File: src/lptc_pkg.sv
// register map, reset values and field positions of the light/proximity compare block
package lptc_pkg;

    // ------------------------------------------------------------
    // register offsets
    // ------------------------------------------------------------
    localparam logic [7:0] ADDR_INT_CTRL = 8'h02;
    localparam logic [7:0] ADDR_PROX_LOW_THRESHOLD = 8'h03;
    localparam logic [7:0] ADDR_PROX_HIGH_THRESHOLD = 8'h04;
    localparam logic [7:0] ADDR_LIGHT_LOW_LSB = 8'h05;
    localparam logic [7:0] ADDR_LIGHT_SHARED = 8'h06;
    localparam logic [7:0] ADDR_LIGHT_HIGH_MSB = 8'h07;
    localparam logic [7:0] ADDR_PROX_RESULT = 8'h08;
    localparam logic [7:0] ADDR_LIGHT_RESULT_LSB = 8'h09;
    localparam logic [7:0] ADDR_LIGHT_RESULT_MSB = 8'h0A;

    // ------------------------------------------------------------
    // reset values
    // ------------------------------------------------------------
    localparam logic [7:0] RST_INT_CTRL = 8'h00;
    localparam logic [7:0] RST_PROX_LOW_THRESHOLD = 8'h00;
    localparam logic [7:0] RST_PROX_HIGH_THRESHOLD = 8'hFF;
    localparam logic [7:0] RST_LIGHT_LOW_LSB = 8'h00;
    localparam logic [7:0] RST_LIGHT_SHARED = 8'hF0;
    localparam logic [7:0] RST_LIGHT_HIGH_MSB = 8'hFF;
    localparam logic [7:0] RST_RESULT = 8'h00;
    localparam logic [4:0] RST_CNT = 5'h00;

    // ------------------------------------------------------------
    // interrupt register field positions
    // ------------------------------------------------------------
    localparam int BIT_PROX_FLAG = 7;
    localparam int BIT_PROX_PRST_HI = 6;
    localparam int BIT_PROX_PRST_LO = 5;
    localparam int BIT_LIGHT_FLAG = 3;
    localparam int BIT_LIGHT_PRST_HI = 2;
    localparam int BIT_LIGHT_PRST_LO = 1;
    localparam int BIT_INT_AND = 0;

    // ------------------------------------------------------------
    // persistence counts
    // ------------------------------------------------------------
    localparam logic [4:0] PRST_N1 = 5'h01;
    localparam logic [4:0] PRST_N4 = 5'h04;
    localparam logic [4:0] PRST_N8 = 5'h08;
    localparam logic [4:0] PRST_N16 = 5'h10;

endpackage

File: src/lptc_top.sv
// threshold registers, result registers and interrupt flag logic
`timescale 1ns/1ps

module lptc_top #(
    parameter int PROX_W = 8,
    parameter int LIGHT_W = 12
) (
    input wire logic i_core_clk,
    input wire logic i_rst_b,
    input wire logic [7:0] i_reg_addr,
    input wire logic i_reg_wr_en,
    input wire logic [7:0] i_reg_wr_data,
    input wire logic i_reg_rd_en,
    input wire logic i_prox_valid,
    input wire logic [7:0] i_prox_data,
    input wire logic i_light_valid,
    input wire logic [11:0] i_light_data,
    output logic [7:0] o_reg_rd_data,
    output logic o_int_o,
    output logic o_int_oe
);

    // ------------------------------------------------------------
    // elaboration checks
    // ------------------------------------------------------------
    // register layout is fixed at an 8-bit prox and a 12-bit light result
    if (PROX_W != 8 || LIGHT_W != 12) begin : g_bad_width
        $error("lptc_top: PROX_W must be 8 and LIGHT_W must be 12");
    end

    // ------------------------------------------------------------
    // helpers
    // ------------------------------------------------------------
    function automatic logic [4:0] prst_count(input logic [1:0] sel);
        logic [4:0] n;
        n = lptc_pkg::PRST_N1;
        unique case (sel)
            2'b00: n = lptc_pkg::PRST_N1;
            2'b01: n = lptc_pkg::PRST_N4;
            2'b10: n = lptc_pkg::PRST_N8;
            2'b11: n = lptc_pkg::PRST_N16;
        endcase
        return n;
    endfunction

    // saturating run counter: counts a condition held over consecutive results
    function automatic logic [4:0] run_next(input logic [4:0] cnt, input logic cond);
        logic [4:0] r;
        r = 5'h00;
        if (cond) begin
            r = (cnt == lptc_pkg::PRST_N16) ? cnt : 5'(cnt + 5'h01);
        end
        return r;
    endfunction

    // ------------------------------------------------------------
    // registers
    // ------------------------------------------------------------
    logic [7:0] prox_low_threshold_ff;
    logic [7:0] prox_high_threshold_ff;
    logic [7:0] light_low_threshold_low_byte_ff;
    logic [7:0] light_threshold_shared_nibbles_ff;
    logic [7:0] light_high_threshold_high_byte_ff;
    logic [7:0] prox_result_ff;
    logic [11:0] light_result_ff;
    logic prox_flag_ff;
    logic light_window_flag_ff;
    logic [1:0] prox_prst_ff;
    logic [1:0] light_prst_ff;
    logic int_and_ff;
    logic [4:0] prox_near_cnt_ff;
    logic [4:0] prox_far_cnt_ff;
    logic [4:0] light_out_cnt_ff;
    logic [7:0] o_reg_rd_data_ff;
    logic o_int_oe_ff;

    // ------------------------------------------------------------
    // register write decode
    // ------------------------------------------------------------
    wire wr_int = i_reg_wr_en && (i_reg_addr == lptc_pkg::ADDR_INT_CTRL);
    wire wr_ptl = i_reg_wr_en && (i_reg_addr == lptc_pkg::ADDR_PROX_LOW_THRESHOLD);
    wire wr_pth = i_reg_wr_en && (i_reg_addr == lptc_pkg::ADDR_PROX_HIGH_THRESHOLD);
    wire wr_ll = i_reg_wr_en && (i_reg_addr == lptc_pkg::ADDR_LIGHT_LOW_LSB);
    wire wr_ls = i_reg_wr_en && (i_reg_addr == lptc_pkg::ADDR_LIGHT_SHARED);
    wire wr_lh = i_reg_wr_en && (i_reg_addr == lptc_pkg::ADDR_LIGHT_HIGH_MSB);

    // ------------------------------------------------------------
    // threshold assembly and compare
    // ------------------------------------------------------------
    wire [11:0] light_low_thr = {light_threshold_shared_nibbles_ff[3:0],
                                 light_low_threshold_low_byte_ff};
    wire [11:0] light_high_thr = {light_high_threshold_high_byte_ff,
                                  light_threshold_shared_nibbles_ff[7:4]};
    // compares use the threshold registers as they stand when the result arrives
    wire prox_near = i_prox_data >= prox_high_threshold_ff;
    wire prox_far = i_prox_data <= prox_low_threshold_ff;
    wire light_below = i_light_data <= light_low_thr;
    wire light_above = i_light_data >= light_high_thr;
    wire light_out = light_below || light_above;

    // ------------------------------------------------------------
    // persistence
    // ------------------------------------------------------------
    wire [4:0] nxt_prox_near_cnt = i_prox_valid ?
        run_next(prox_near_cnt_ff, prox_near) : prox_near_cnt_ff;
    wire [4:0] nxt_prox_far_cnt = i_prox_valid ?
        run_next(prox_far_cnt_ff, prox_far) : prox_far_cnt_ff;
    wire [4:0] nxt_light_out_cnt = i_light_valid ?
        run_next(light_out_cnt_ff, light_out) : light_out_cnt_ff;
    wire prox_set = i_prox_valid && prox_near &&
        (nxt_prox_near_cnt >= prst_count(prox_prst_ff));
    wire prox_clr_hw = i_prox_valid && prox_far &&
        (nxt_prox_far_cnt >= prst_count(prox_prst_ff));
    wire light_set = i_light_valid && light_out &&
        (nxt_light_out_cnt >= prst_count(light_prst_ff));
    wire light_clr_hw = i_light_valid && !light_out;

    // ------------------------------------------------------------
    // flags: a hardware set beats any clear in the same cycle
    // ------------------------------------------------------------
    wire sw_clr_prox = wr_int && !i_reg_wr_data[lptc_pkg::BIT_PROX_FLAG];
    wire sw_clr_light = wr_int && !i_reg_wr_data[lptc_pkg::BIT_LIGHT_FLAG];
    wire nxt_prox_flag = prox_set ? 1'b1 :
        ((prox_clr_hw || sw_clr_prox) ? 1'b0 : prox_flag_ff);
    wire nxt_light_flag = light_set ? 1'b1 :
        ((light_clr_hw || sw_clr_light) ? 1'b0 : light_window_flag_ff);
    wire nxt_int_and = wr_int ? i_reg_wr_data[lptc_pkg::BIT_INT_AND] : int_and_ff;
    wire nxt_int_oe = nxt_int_and ? (nxt_prox_flag && nxt_light_flag) :
        (nxt_prox_flag || nxt_light_flag);

    // ------------------------------------------------------------
    // read mux
    // ------------------------------------------------------------
    wire [7:0] int_reg_view = {prox_flag_ff, prox_prst_ff, 1'b0, light_window_flag_ff,
                               light_prst_ff, int_and_ff};
    logic [7:0] nxt_rd_data;
    always_comb begin
        nxt_rd_data = 8'h00;
        unique case (i_reg_addr)
            lptc_pkg::ADDR_INT_CTRL: nxt_rd_data = int_reg_view;
            lptc_pkg::ADDR_PROX_LOW_THRESHOLD: nxt_rd_data = prox_low_threshold_ff;
            lptc_pkg::ADDR_PROX_HIGH_THRESHOLD: nxt_rd_data = prox_high_threshold_ff;
            lptc_pkg::ADDR_LIGHT_LOW_LSB: nxt_rd_data = light_low_threshold_low_byte_ff;
            lptc_pkg::ADDR_LIGHT_SHARED: nxt_rd_data = light_threshold_shared_nibbles_ff;
            lptc_pkg::ADDR_LIGHT_HIGH_MSB: nxt_rd_data = light_high_threshold_high_byte_ff;
            lptc_pkg::ADDR_PROX_RESULT: nxt_rd_data = prox_result_ff;
            lptc_pkg::ADDR_LIGHT_RESULT_LSB: nxt_rd_data = light_result_ff[7:0];
            lptc_pkg::ADDR_LIGHT_RESULT_MSB: nxt_rd_data = {4'h0, light_result_ff[11:8]};
            default: nxt_rd_data = 8'h00;
        endcase
    end

    // ------------------------------------------------------------
    // threshold registers
    // ------------------------------------------------------------
    always_ff @(posedge i_core_clk or negedge i_rst_b) begin
        if (!i_rst_b) begin
            prox_low_threshold_ff <= lptc_pkg::RST_PROX_LOW_THRESHOLD;
            prox_high_threshold_ff <= lptc_pkg::RST_PROX_HIGH_THRESHOLD;
            light_low_threshold_low_byte_ff <= lptc_pkg::RST_LIGHT_LOW_LSB;
            light_threshold_shared_nibbles_ff <= lptc_pkg::RST_LIGHT_SHARED;
            light_high_threshold_high_byte_ff <= lptc_pkg::RST_LIGHT_HIGH_MSB;
        end else begin
            if (wr_ptl) begin
                prox_low_threshold_ff <= i_reg_wr_data;
            end
            if (wr_pth) begin
                prox_high_threshold_ff <= i_reg_wr_data;
            end
            if (wr_ll) begin
                light_low_threshold_low_byte_ff <= i_reg_wr_data;
            end
            if (wr_ls) begin
                light_threshold_shared_nibbles_ff <= i_reg_wr_data;
            end
            if (wr_lh) begin
                light_high_threshold_high_byte_ff <= i_reg_wr_data;
            end
        end
    end

    // ------------------------------------------------------------
    // result registers
    // ------------------------------------------------------------
    always_ff @(posedge i_core_clk or negedge i_rst_b) begin
        if (!i_rst_b) begin
            prox_result_ff <= lptc_pkg::RST_RESULT;
            light_result_ff <= 12'h000;
        end else begin
            if (i_prox_valid) begin
                prox_result_ff <= i_prox_data;
            end
            if (i_light_valid) begin
                light_result_ff <= i_light_data;
            end
        end
    end

    // ------------------------------------------------------------
    // interrupt state
    // ------------------------------------------------------------
    always_ff @(posedge i_core_clk or negedge i_rst_b) begin
        if (!i_rst_b) begin
            prox_flag_ff <= 1'b0;
            light_window_flag_ff <= 1'b0;
            prox_prst_ff <= lptc_pkg::RST_INT_CTRL[6:5];
            light_prst_ff <= lptc_pkg::RST_INT_CTRL[2:1];
            int_and_ff <= lptc_pkg::RST_INT_CTRL[0];
            prox_near_cnt_ff <= lptc_pkg::RST_CNT;
            prox_far_cnt_ff <= lptc_pkg::RST_CNT;
            light_out_cnt_ff <= lptc_pkg::RST_CNT;
            o_int_oe_ff <= 1'b0;
        end else begin
            prox_flag_ff <= nxt_prox_flag;
            light_window_flag_ff <= nxt_light_flag;
            if (wr_int) begin
                prox_prst_ff <=
                    i_reg_wr_data[lptc_pkg::BIT_PROX_PRST_HI:lptc_pkg::BIT_PROX_PRST_LO];
                light_prst_ff <=
                    i_reg_wr_data[lptc_pkg::BIT_LIGHT_PRST_HI:lptc_pkg::BIT_LIGHT_PRST_LO];
            end
            int_and_ff <= nxt_int_and;
            prox_near_cnt_ff <= nxt_prox_near_cnt;
            prox_far_cnt_ff <= nxt_prox_far_cnt;
            light_out_cnt_ff <= nxt_light_out_cnt;
            o_int_oe_ff <= nxt_int_oe;
        end
    end

    // ------------------------------------------------------------
    // read port
    // ------------------------------------------------------------
    // read data holds between reads so a slow serial shifter can sample it late
    always_ff @(posedge i_core_clk or negedge i_rst_b) begin
        if (!i_rst_b) begin
            o_reg_rd_data_ff <= 8'h00;
        end else if (i_reg_rd_en) begin
            o_reg_rd_data_ff <= nxt_rd_data;
        end
    end

    assign o_reg_rd_data = o_reg_rd_data_ff;
    // open-drain pin: only ever pulls low
    assign o_int_o = 1'b0;
    assign o_int_oe = o_int_oe_ff;

    // ------------------------------------------------------------
    // checks
    // ------------------------------------------------------------
    a_prox_near_set: assert property (@(posedge i_core_clk) disable iff (!i_rst_b)
        (i_prox_valid && prox_near && prox_prst_ff == 2'b00) |=> prox_flag_ff)
        else $error("prox flag not set on near result");

    a_prox_far_clear: assert property (@(posedge i_core_clk) disable iff (!i_rst_b)
        (i_prox_valid && prox_far && !prox_near && prox_prst_ff == 2'b00) |=> !prox_flag_ff)
        else $error("prox flag not cleared on far result");

    a_light_out_set: assert property (@(posedge i_core_clk) disable iff (!i_rst_b)
        (i_light_valid && light_out && light_prst_ff == 2'b00) |=> light_window_flag_ff)
        else $error("light flag not set outside window");

    a_light_inside_low: assert property (@(posedge i_core_clk) disable iff (!i_rst_b)
        (i_light_valid && !light_below && !light_above) |=> !light_window_flag_ff)
        else $error("light flag high inside window");

    a_pin_combine: assert property (@(posedge i_core_clk) disable iff (!i_rst_b)
        o_int_oe == (int_and_ff ? (prox_flag_ff && light_window_flag_ff)
                                : (prox_flag_ff || light_window_flag_ff)))
        else $error("interrupt pin does not match flags");

    a_sw_clear: assert property (@(posedge i_core_clk) disable iff (!i_rst_b)
        (wr_int && !i_reg_wr_data[7] && !i_prox_valid) |=> !prox_flag_ff)
        else $error("prox flag survived zero write");

    a_prst_sixteen: assert property (@(posedge i_core_clk) disable iff (!i_rst_b)
        ($rose(light_window_flag_ff) && $past(light_prst_ff) == 2'b11)
        |-> light_out_cnt_ff == 5'h10)
        else $error("light flag rose before sixteen results");

    a_result_store: assert property (@(posedge i_core_clk) disable iff (!i_rst_b)
        i_prox_valid |=> prox_result_ff == $past(i_prox_data))
        else $error("prox result not stored");

    a_read_thresh: assert property (@(posedge i_core_clk) disable iff (!i_rst_b)
        (i_reg_rd_en && i_reg_addr == 8'h07 && !i_reg_wr_en)
        |=> o_reg_rd_data == light_high_thr[11:4])
        else $error("high threshold byte misread");

    // flags move only on a new result or a write to the interrupt register
    a_prox_hold: assert property (@(posedge i_core_clk) disable iff (!i_rst_b)
        (!i_prox_valid && !wr_int) |=> $stable(prox_flag_ff))
        else $error("prox flag moved without a result");

    a_light_hold: assert property (@(posedge i_core_clk) disable iff (!i_rst_b)
        (!i_light_valid && !wr_int) |=> $stable(light_window_flag_ff))
        else $error("light flag moved without a result");

    a_light_below_set: assert property (@(posedge i_core_clk) disable iff (!i_rst_b)
        (i_light_valid && light_below && light_prst_ff == 2'b00) |=> light_window_flag_ff)
        else $error("light flag not set below window");

    a_pin_release: assert property (@(posedge i_core_clk) disable iff (!i_rst_b)
        (wr_int && !i_reg_wr_data[lptc_pkg::BIT_PROX_FLAG]
            && !i_reg_wr_data[lptc_pkg::BIT_LIGHT_FLAG] && !i_prox_valid && !i_light_valid)
        |=> !o_int_oe)
        else $error("interrupt pin held after flags cleared");

    a_prox_prst_eight: assert property (@(posedge i_core_clk) disable iff (!i_rst_b)
        ($rose(prox_flag_ff) && $past(prox_prst_ff) == 2'b10)
        |-> prox_near_cnt_ff >= lptc_pkg::PRST_N8)
        else $error("prox flag rose before eight results");

    a_light_store: assert property (@(posedge i_core_clk) disable iff (!i_rst_b)
        i_light_valid |=> light_result_ff == $past(i_light_data))
        else $error("light result not stored");

    a_msb_nibble: assert property (@(posedge i_core_clk) disable iff (!i_rst_b)
        (i_reg_rd_en && i_reg_addr == lptc_pkg::ADDR_LIGHT_RESULT_MSB)
        |=> o_reg_rd_data[7:4] == 4'h0)
        else $error("light result upper nibble padding not zero");

    a_result_ro: assert property (@(posedge i_core_clk) disable iff (!i_rst_b)
        (i_reg_wr_en && i_reg_addr == lptc_pkg::ADDR_PROX_RESULT && !i_prox_valid)
        |=> $stable(prox_result_ff))
        else $error("prox result changed by a write");

    a_low_write: assert property (@(posedge i_core_clk) disable iff (!i_rst_b)
        wr_ptl |=> prox_low_threshold_ff == $past(i_reg_wr_data))
        else $error("prox low threshold write lost");

    a_high_write: assert property (@(posedge i_core_clk) disable iff (!i_rst_b)
        wr_pth |=> prox_high_threshold_ff == $past(i_reg_wr_data))
        else $error("prox high threshold write lost");

endmodule

File: config.mk
export PLATFORM = sky130hd
export DESIGN_NAME = lptc_top
export DESIGN_NICKNAME = d
export VERILOG_FILES = /design/src/lptc_pkg.sv /design/src/lptc_top.sv
export SDC_FILE = /design/constraint.sdc
export NUM_CORES = 1
export LEC_CHECK = 0
export BUFFER_PORTS_ARGS = -buffer_cell sky130_fd_sc_hd__buf_2
export CAP_MARGIN = 0
export CORE_AREA = 3 3 107 109
export DETAILED_ROUTE_END_ITERATION = 12
export DIE_AREA = 0 0 110 112
export PLACE_DENSITY = 0.77
export REMOVE_ABC_BUFFERS = 1
export SYNTH_ARGS = -nofsm -noshare
export SYNTH_HDL_FRONTEND = slang
export SYNTH_SLANG_ARGS = --single-unit
File: constraint.sdc
create_clock -name i_core_clk -period 3.4 [get_ports i_core_clk]
set_input_delay 0.34 -clock i_core_clk [delete_from_list [all_inputs] [get_ports i_core_clk]]
set_output_delay 0.34 -clock i_core_clk [all_outputs]
set_load 0.01 [all_outputs]
* Word level (Yosys, flattened, before mapping)
Cells that the tools add are included.
** Operators by class
- Add/subtract/negate cells :: 3
- $lt $le $gt $ge :: 7
- Equality and inequality tests :: 18
- Mux-type cells :: 18
- Reductions and logical operators :: 25
** Operators with widths (count)
- 8-bit case mux with 9 select lines :: 1
- 5-bit 2-to-1 mux :: 9
- 5-bit case mux with 4 select lines :: 2
- 8-bit by 3-bit == test with 1-bit output, second input constant :: 4
- 8-bit by 4-bit == test with 1-bit output, second input constant :: 3
- 8-bit by 2-bit == test with 1-bit output, second input constant :: 2
- 1-bit logical AND :: 16
- 5-bit by 1-bit adder with 5-bit output, second input constant :: 3
- 5-bit == test, second input constant :: 3
- 5-bit greater-or-equal comparator :: 3
- 12-bit greater-or-equal comparator :: 1
- 12-bit <= comparator :: 1
- 2-bit == test, second input constant :: 4
- 8-bit greater-or-equal comparator :: 1
- 8-bit <= comparator :: 1
- 1-bit 2-to-1 mux :: 6
- 2-bit by 1-bit == test with 1-bit output, second input constant :: 2
- 2-bit logical NOT :: 2
- 1-bit logical OR :: 4
- 1-bit logical NOT :: 3
** Word-level totals
- Register bits after elaboration :: 91
- Input port bits :: 42
- Output and inout port bits :: 10
- Word-level logic and storage cells :: 88

* Longest topological paths before layout
- Word-level depth :: 11
- Gate-level depth with buffers :: 15
- Gate-level depth less buffers :: 15

* Worst setup path after synthesis
OpenSTA, ideal clock, no wires.
- Path kind :: flip-flop to flip-flop
- Start point :: register prox_high_threshold_ff[0]
- End point :: register o_int_oe_ff, in the netlist o_int_oe
- Library setup time :: 0.126 ns
- Data arrival time :: 3.221 ns
- Required time :: 3.274 ns
- Path slack :: 0.054 ns
- Stages on the path, launching flop included :: 15
- Buffers on the path :: 0
- Clock period less this slack :: 3.346 ns
- Cells stage by stage :: dfstp_2 -> ha_1 -> nand2b_1 -> a211oi_1 -> o21bai_1 -> a221oi_2 -> and3b_1 -> a22o_1 -> ha_1 -> nor4b_1 -> nor2_1 -> o21a_1 -> o21ai_0 -> o21ai_1 -> maj3_2
** Between the ends
- Cells in the longest elaborated chain, start to end :: 8
- Elaborated cells on any way between the ends :: 10
- Classes of those cells :: 2 x order compare; 4 x mux; 4 x reduce/logical
** RTL lines
- start: declaration :: RTL line lptc_top.sv:60 : logic [7:0] prox_high_threshold_ff;
- start signal: assignment :: RTL line lptc_top.sv:159 : prox_high_threshold_ff <= lptc_pkg::RST_PROX_HIGH_THRESHOLD;
- start signal: assignment :: RTL line lptc_top.sv:168 : prox_high_threshold_ff <= i_reg_wr_data;
- 8-bit greater-or-equal comparator * :: RTL line lptc_top.sv:95 : wire prox_near = i_prox_data >= prox_high_threshold_ff;
- 5-bit 2-to-1 mux * :: RTL line lptc_top.sv:50 : if (cond) begin
- 5-bit 2-to-1 mux * :: RTL line lptc_top.sv:104 : wire [4:0] nxt_prox_near_cnt = i_prox_valid ?
- named net nxt_prox_near_cnt[2] :: RTL line lptc_top.sv:104
- 5-bit greater-or-equal comparator * :: RTL line lptc_top.sv:111 : (nxt_prox_near_cnt >= prst_count(prox_prst_ff));
- 1-bit logical AND * :: RTL line lptc_top.sv:110 : wire prox_set = i_prox_valid && prox_near &&
- 1-bit 2-to-1 mux * :: RTL line lptc_top.sv:123 : wire nxt_prox_flag = prox_set ? 1'b1 :
- named net nxt_prox_flag :: RTL line lptc_top.sv:123
- 1-bit logical OR / 1-bit logical AND (equally long branches) :: RTL line lptc_top.sv:129, lptc_top.sv:128
- 1-bit 2-to-1 mux * :: RTL line lptc_top.sv:128 : wire nxt_int_oe = nxt_int_and ? (nxt_prox_flag && nxt_light_flag) :
- named net nxt_int_oe :: RTL line lptc_top.sv:128
- end signal: assignment :: RTL line lptc_top.sv:226 : o_int_oe_ff <= nxt_int_oe;
- end: declaration :: RTL line lptc_top.sv:75 : logic o_int_oe_ff;
The timed path passes the listed nets; every way through them passes the cells marked *.
A chain may end at the register's enable or synchronous reset.

* Final worst setup path
- Start point :: register light_threshold_shared_nibbles_ff[5]
- End point :: register o_int_oe_ff, in the netlist o_int_oe
** Between the ends
- Cells in the longest elaborated chain, start to end :: 9
- Elaborated cells on any way between the ends :: 15
- Classes of those cells :: 2 x order compare; 5 x mux; 8 x reduce/logical
** RTL lines
- start: declaration :: RTL line lptc_top.sv:62 : logic [7:0] light_threshold_shared_nibbles_ff;
- start signal: assignment :: RTL line lptc_top.sv:161 : light_threshold_shared_nibbles_ff <= lptc_pkg::RST_LIGHT_SHARED;
- start signal: assignment :: RTL line lptc_top.sv:174 : light_threshold_shared_nibbles_ff <= i_reg_wr_data;
- 12-bit greater-or-equal comparator * :: RTL line lptc_top.sv:98 : wire light_above = i_light_data >= light_high_thr;
- 1-bit logical OR * :: RTL line lptc_top.sv:99 : wire light_out = light_below || light_above;
- 5-bit 2-to-1 mux * :: RTL line lptc_top.sv:50
- 5-bit 2-to-1 mux * :: RTL line lptc_top.sv:108 : wire [4:0] nxt_light_out_cnt = i_light_valid ?
- named net nxt_light_out_cnt[2] :: RTL line lptc_top.sv:108
- 5-bit greater-or-equal comparator * :: RTL line lptc_top.sv:115 : (nxt_light_out_cnt >= prst_count(light_prst_ff));
- 1-bit logical AND * :: RTL line lptc_top.sv:114 : wire light_set = i_light_valid && light_out &&
- 1-bit 2-to-1 mux * :: RTL line lptc_top.sv:125 : wire nxt_light_flag = light_set ? 1'b1 :
- named net nxt_light_flag :: RTL line lptc_top.sv:125
- 1-bit logical OR / 1-bit logical AND (equally long branches) :: RTL line lptc_top.sv:129, lptc_top.sv:128
- 1-bit 2-to-1 mux * :: RTL line lptc_top.sv:128
- named net nxt_int_oe :: RTL line lptc_top.sv:128
Marks and branches as above.

==> results.txt <==
----------------------------------------------------
[Run status]
  Outcome ... finished, violations left
  Violated checks ... setup timing

[STA]
  Worst-Margin Slew ... 0.8333 ns
  Worst slew margin ... 44.45%
  RSZ-0062 raised after global routing ... yes
  Number of slew-limit violations in the final report ... 0
  Fmax ... 293.2 MHz
  Worst slack on hold paths ... 0.2088 ns
  Count of endpoints failing hold in the final timing report ... 0
  Worst setup skew after layout ... 0.007084 ns
  Post-Route Setup TNS ... -0.01020 ns
  Period utilization ... 100.3%
  Number of setup violations in the final report ... 1
  Time the final worst path needs with I/O delays and setup ... 3.410 ns
  Worst setup slack after layout ... -0.01020 ns

[Logic synthesis]
  Synth cell types ... 62
  Leading cell type by number of instances after synthesis ... sky130_fd_sc_hd__dfrtp_1
  Main synth FF type ... sky130_fd_sc_hd__dfrtp_1
  Largest cells by area after synthesis ... sky130_fd_sc_hd__dfrtp_1, sky130_fd_sc_hd__ha_1, sky130_fd_sc_hd__dfstp_2, sky130_fd_sc_hd__mux2_2, sky130_fd_sc_hd__inv_1
  Number of enable-type register cells in the synthesized netlist ... 0
  Total of warnings raised by yosys ... 0
  Post-synthesis sequential element count ... 91
  Post-synthesis instance total ... 564
  Proportion of register bits with asynchronous set or reset after synthesis ... 100.0%
  Mean area per synthesized cell ... 10.10 sq um
  Synth top area share ... 31.20%
  Commonest cells post-synth ... sky130_fd_sc_hd__dfrtp_1, sky130_fd_sc_hd__inv_1, sky130_fd_sc_hd__ha_1
  Post-synthesis instance area ... 0.005695 sq mm
  Sequential cell area fraction in the yosys report ... 40.42%
  Library cell occupying the most area in the post-synthesis netlist ... sky130_fd_sc_hd__dfrtp_1

[Routing]
  Number of DRC markers in iteration 0 ... 290
  Detailed-route via count ... 4702
  Routed vias/inst ... 5.967
  Antenna violation net count after detailed routing ... 0
  Detailed Route WL ... 14.77 mm
  Routed wirelength normalized by instance count ... 18.74 um
  Drt pass-1 iters ... 6
  DRC errors left ... 0

[Critical path]
  Type of the worst setup path ... flop to flop
  Worst setup EP type ... flop
  Cell with the biggest individual delay on the critical path ... sky130_fd_sc_hd__dfstp_2
  Worst setup SP type ... flop
  Largest fanout of any net on the critical path ... 5
  Worst path cell trace ... inv_1 -> ha_1 -> a2111o_1 -> a21oi_2 -> o21ai_2 -> buf_4 -> o21ai_0 -> o211ai_1 -> ha_2 -> nor4b_2 -> o21ai_1 -> o2111ai_1 -> a21oi_1 -> o32a_1 -> maj3_2
  Longest individual stage delay on the worst path ... 0.55 ns
  Data required time at the worst endpoint ... 3.66 ns
  Total buffers and inverters traversed by the critical path ... 2
  Delay-heaviest family, CP ... compound AO/OA/AOI/OAI gates
  Worst endpoint data arrival time ... 3.67 ns

[Place]
  Post-DP Area ... 0.006251 sq mm
  GP Congestion ... 0.9415
  Number of input and output port buffers inserted ... 50
  Placed wire-length estimate ... 11.21 mm

[CTS]
  Library cell used as clock root buffer ... sky130_fd_sc_hd__clkbuf_8
  Total CTS buffers ... 9
  CTS clock-pin slew for the worst setup and hold paths ... 0.09 ns
  Clock tree from TritonCTS ... yes
  Clk sinks ... 91
  H-Tree Level Count ... 3
  Later-pin clock latency in the skew report ... 0.37 ns
  Largest buffer count on any clock path ... 2

[Power and ir drop]
  Reported leakage power ... 3.057 nW
  Overall power ... 0.002764 W
  Power density of the placed cells ... 419.3 mW/mm^2
  IR Drop Worst-Case VDD ... 0.1879 mV

[Floorplanning]
  Initial cell density of the core ... 53.24%
  Core Footprint ... 0.01070 sq mm
  DIE WIDTH ... 110 um
  Total die area ... 0.01232 sq mm
  Total I/O pin count ... 52
  Row count ... 38
  Die Ht ... 112 um

[Final layout]
  Total area of multi-input combinational cells ... 0.003151 sq mm
  Area of all sequential standard cells ... 0.002302 sq mm
  Number of nets in the layout ... 743
  Final core utilization ... 61.63%
  Post-synthesis to final-layout area growth ... 15.75%
  # diodes ... 0
  Fillers ... 897
  Design Area, Final ... 0.006593 sq mm
  Share of layout cells above drive strength 1 ... 30.56%

[GRT]
  Wire length of the first global-routing pass ... 23.67 mm
  Number of antenna violations at the first check in global routing ... 0
  Number of global-route vias before repair ... 4710
  Pin count of the biggest net entering global routing ... 41
  Global route total overflow ... 0
  Overall routing resource usage ... 25.02%

[Min path]
  Hold Path Class ... primary input to flop

[Flow run]
  MaxCap Viol Count ... 0

----------------------------------------------------
==> worst reg2reg max path, cell delays in order, from the launching register on <==
cell	delay (ns)
sky130_fd_sc_hd__dfstp_2	0.55
sky130_fd_sc_hd__inv_1	0.06
sky130_fd_sc_hd__ha_1	0.27
sky130_fd_sc_hd__a2111o_1	0.42
sky130_fd_sc_hd__a21oi_2	0.14
sky130_fd_sc_hd__o21ai_2	0.12
sky130_fd_sc_hd__buf_4	0.15
sky130_fd_sc_hd__o21ai_0	0.14
sky130_fd_sc_hd__o211ai_1	0.13
sky130_fd_sc_hd__ha_2	0.22
sky130_fd_sc_hd__nor4b_2	0.24
sky130_fd_sc_hd__o21ai_1	0.09
sky130_fd_sc_hd__o2111ai_1	0.10
sky130_fd_sc_hd__a21oi_1	0.09
sky130_fd_sc_hd__o32a_1	0.24
sky130_fd_sc_hd__maj3_2	0.33
==> sequential cells by signal, indices dropped and copies added, names as in the netlist, 2 cells and up <==
name and cells:
prox_low_threshold_ff 8, prox_near_cnt_ff 5, light_low_threshold_low_byte_ff 8, prox_prst_ff 2, light_threshold_shared_nibbles_ff 8, o_reg_rd_data 8
light_out_cnt_ff 5, prox_far_cnt_ff 5, light_result_ff 12, light_high_threshold_high_byte_ff 8, prox_high_threshold_ff 8, light_prst_ff 2
prox_result_ff 8
==> kinds of logic (layout without fill, tap and decap cells) <==
family	Yosys count	count (layout)	share of synthesized area [%]
AOI/OAI and AO/OA	147	147	16.70
adders and majority gates	59	59	12.94
buffers and inverters	84	168	6.327
DFF	91	91	40.42
muxes	59	59	11.77
other	1	1	0.06584
and+or+nand+nor	123	123	11.78
==> per-layer routing <==
layer	GRT usage, %	share of wire [%]	up-vias
li1	-	-	2195
met1	34.63	45	2333
met2	40.21	48	146
met3	2.899	4.8	28
met4	9.144	2.4	0
met5	0	0	-
==> cell usage in the layout, fill, tap and decap left out, types with 4 or more instances in the layout <==
cell / n
sky130_fd_sc_hd__dfrtp_1: 71
sky130_fd_sc_hd__inv_1: 60
sky130_fd_sc_hd__ha_1: 53
sky130_fd_sc_hd__buf_2: 49
sky130_fd_sc_hd__mux2_2: 44
sky130_fd_sc_hd__nand2_1: 43
sky130_fd_sc_hd__buf_4: 39
sky130_fd_sc_hd__o21ai_0: 38
sky130_fd_sc_hd__a21oi_1: 27
sky130_fd_sc_hd__dfstp_2: 20
sky130_fd_sc_hd__nor2_1: 16
sky130_fd_sc_hd__o22ai_1: 15
sky130_fd_sc_hd__mux2i_1: 13
sky130_fd_sc_hd__clkbuf_8: 11
sky130_fd_sc_hd__nand2b_1: 9
sky130_fd_sc_hd__nand3_1: 8
sky130_fd_sc_hd__nor2b_1: 8
sky130_fd_sc_hd__a22oi_1: 8
sky130_fd_sc_hd__a21o_1: 7
sky130_fd_sc_hd__nand4_1: 7
sky130_fd_sc_hd__nor3_1: 6
sky130_fd_sc_hd__o21a_1: 6
sky130_fd_sc_hd__o21ai_2: 5
sky130_fd_sc_hd__a221oi_1: 5
sky130_fd_sc_hd__a211oi_1: 4
sky130_fd_sc_hd__o221ai_1: 4
sky130_fd_sc_hd__nor3b_1: 4
sky130_fd_sc_hd__o21ai_1: 4
sky130_fd_sc_hd__and3_1: 4
sky130_fd_sc_hd__o32ai_1: 4
==> power by group <==
group,internal (W),total [W],switching [W]
Clock,0.000305,0.000688,0.000383
Combinational,0.000356,0.000771,0.000415
Sequential,0.00121,0.00131,0.0000984
Total,0.00187,0.00276,0.000897
==> worst paths after layout <==
path                            slack (ns)                                             start                                               end  depth (start not counted)
min in group asynchronous             0.42                                           i_rst_b                      prox_far_cnt_ff[2]$_DFF_PN0_                          2
worst min register to register        0.51  light_threshold_shared_nibbles_ff[0]$_DFFE_PN0P_  light_threshold_shared_nibbles_ff[0]$_DFFE_PN0P_                          1
worst max register to register       -0.01  light_threshold_shared_nibbles_ff[5]$_DFFE_PN1P_                                o_int_oe$_DFF_PN0_                         15
worst max-delay path                 -0.01  light_threshold_shared_nibbles_ff[5]$_DFFE_PN1P_                                o_int_oe$_DFF_PN0_                         15
worst min-delay path                  0.21                                    i_prox_data[0]                     prox_result_ff[0]$_DFFE_PN0P_                          2
max in group asynchronous             2.16                                           i_rst_b             prox_high_threshold_ff[7]$_DFFE_PN1P_                          3
==> stage by stage <==
step                worst slack [ns]  cells
global placement             -0.1763    766
finish                      -0.01020    788
CTS                        -0.003824    786
detailed placement           -0.2802    766
global route                 -0.1473    788
floorplan                    0.05377    542
==> cell type report <==
type                    count  area share, %
multi-input cells         389          47.79
flip-flops and latches     91          34.92
repair buffers             90          8.484
inverters                  62          3.530
well taps                 140          2.657
clock buffers              14          2.467
clock inverters             2         0.1518
==> repair_timing <==
item | CTS | global route
resized for setup | 21 | 9
pin swaps | 16 | 12
hold buffers | 1 | 0
setup endpoints to repair | 1 | 2
endpoints found under the hold margin | 24 | 0
setup buffers | 3 | 2
Note: power is estimated with default switching activity, not from simulation.
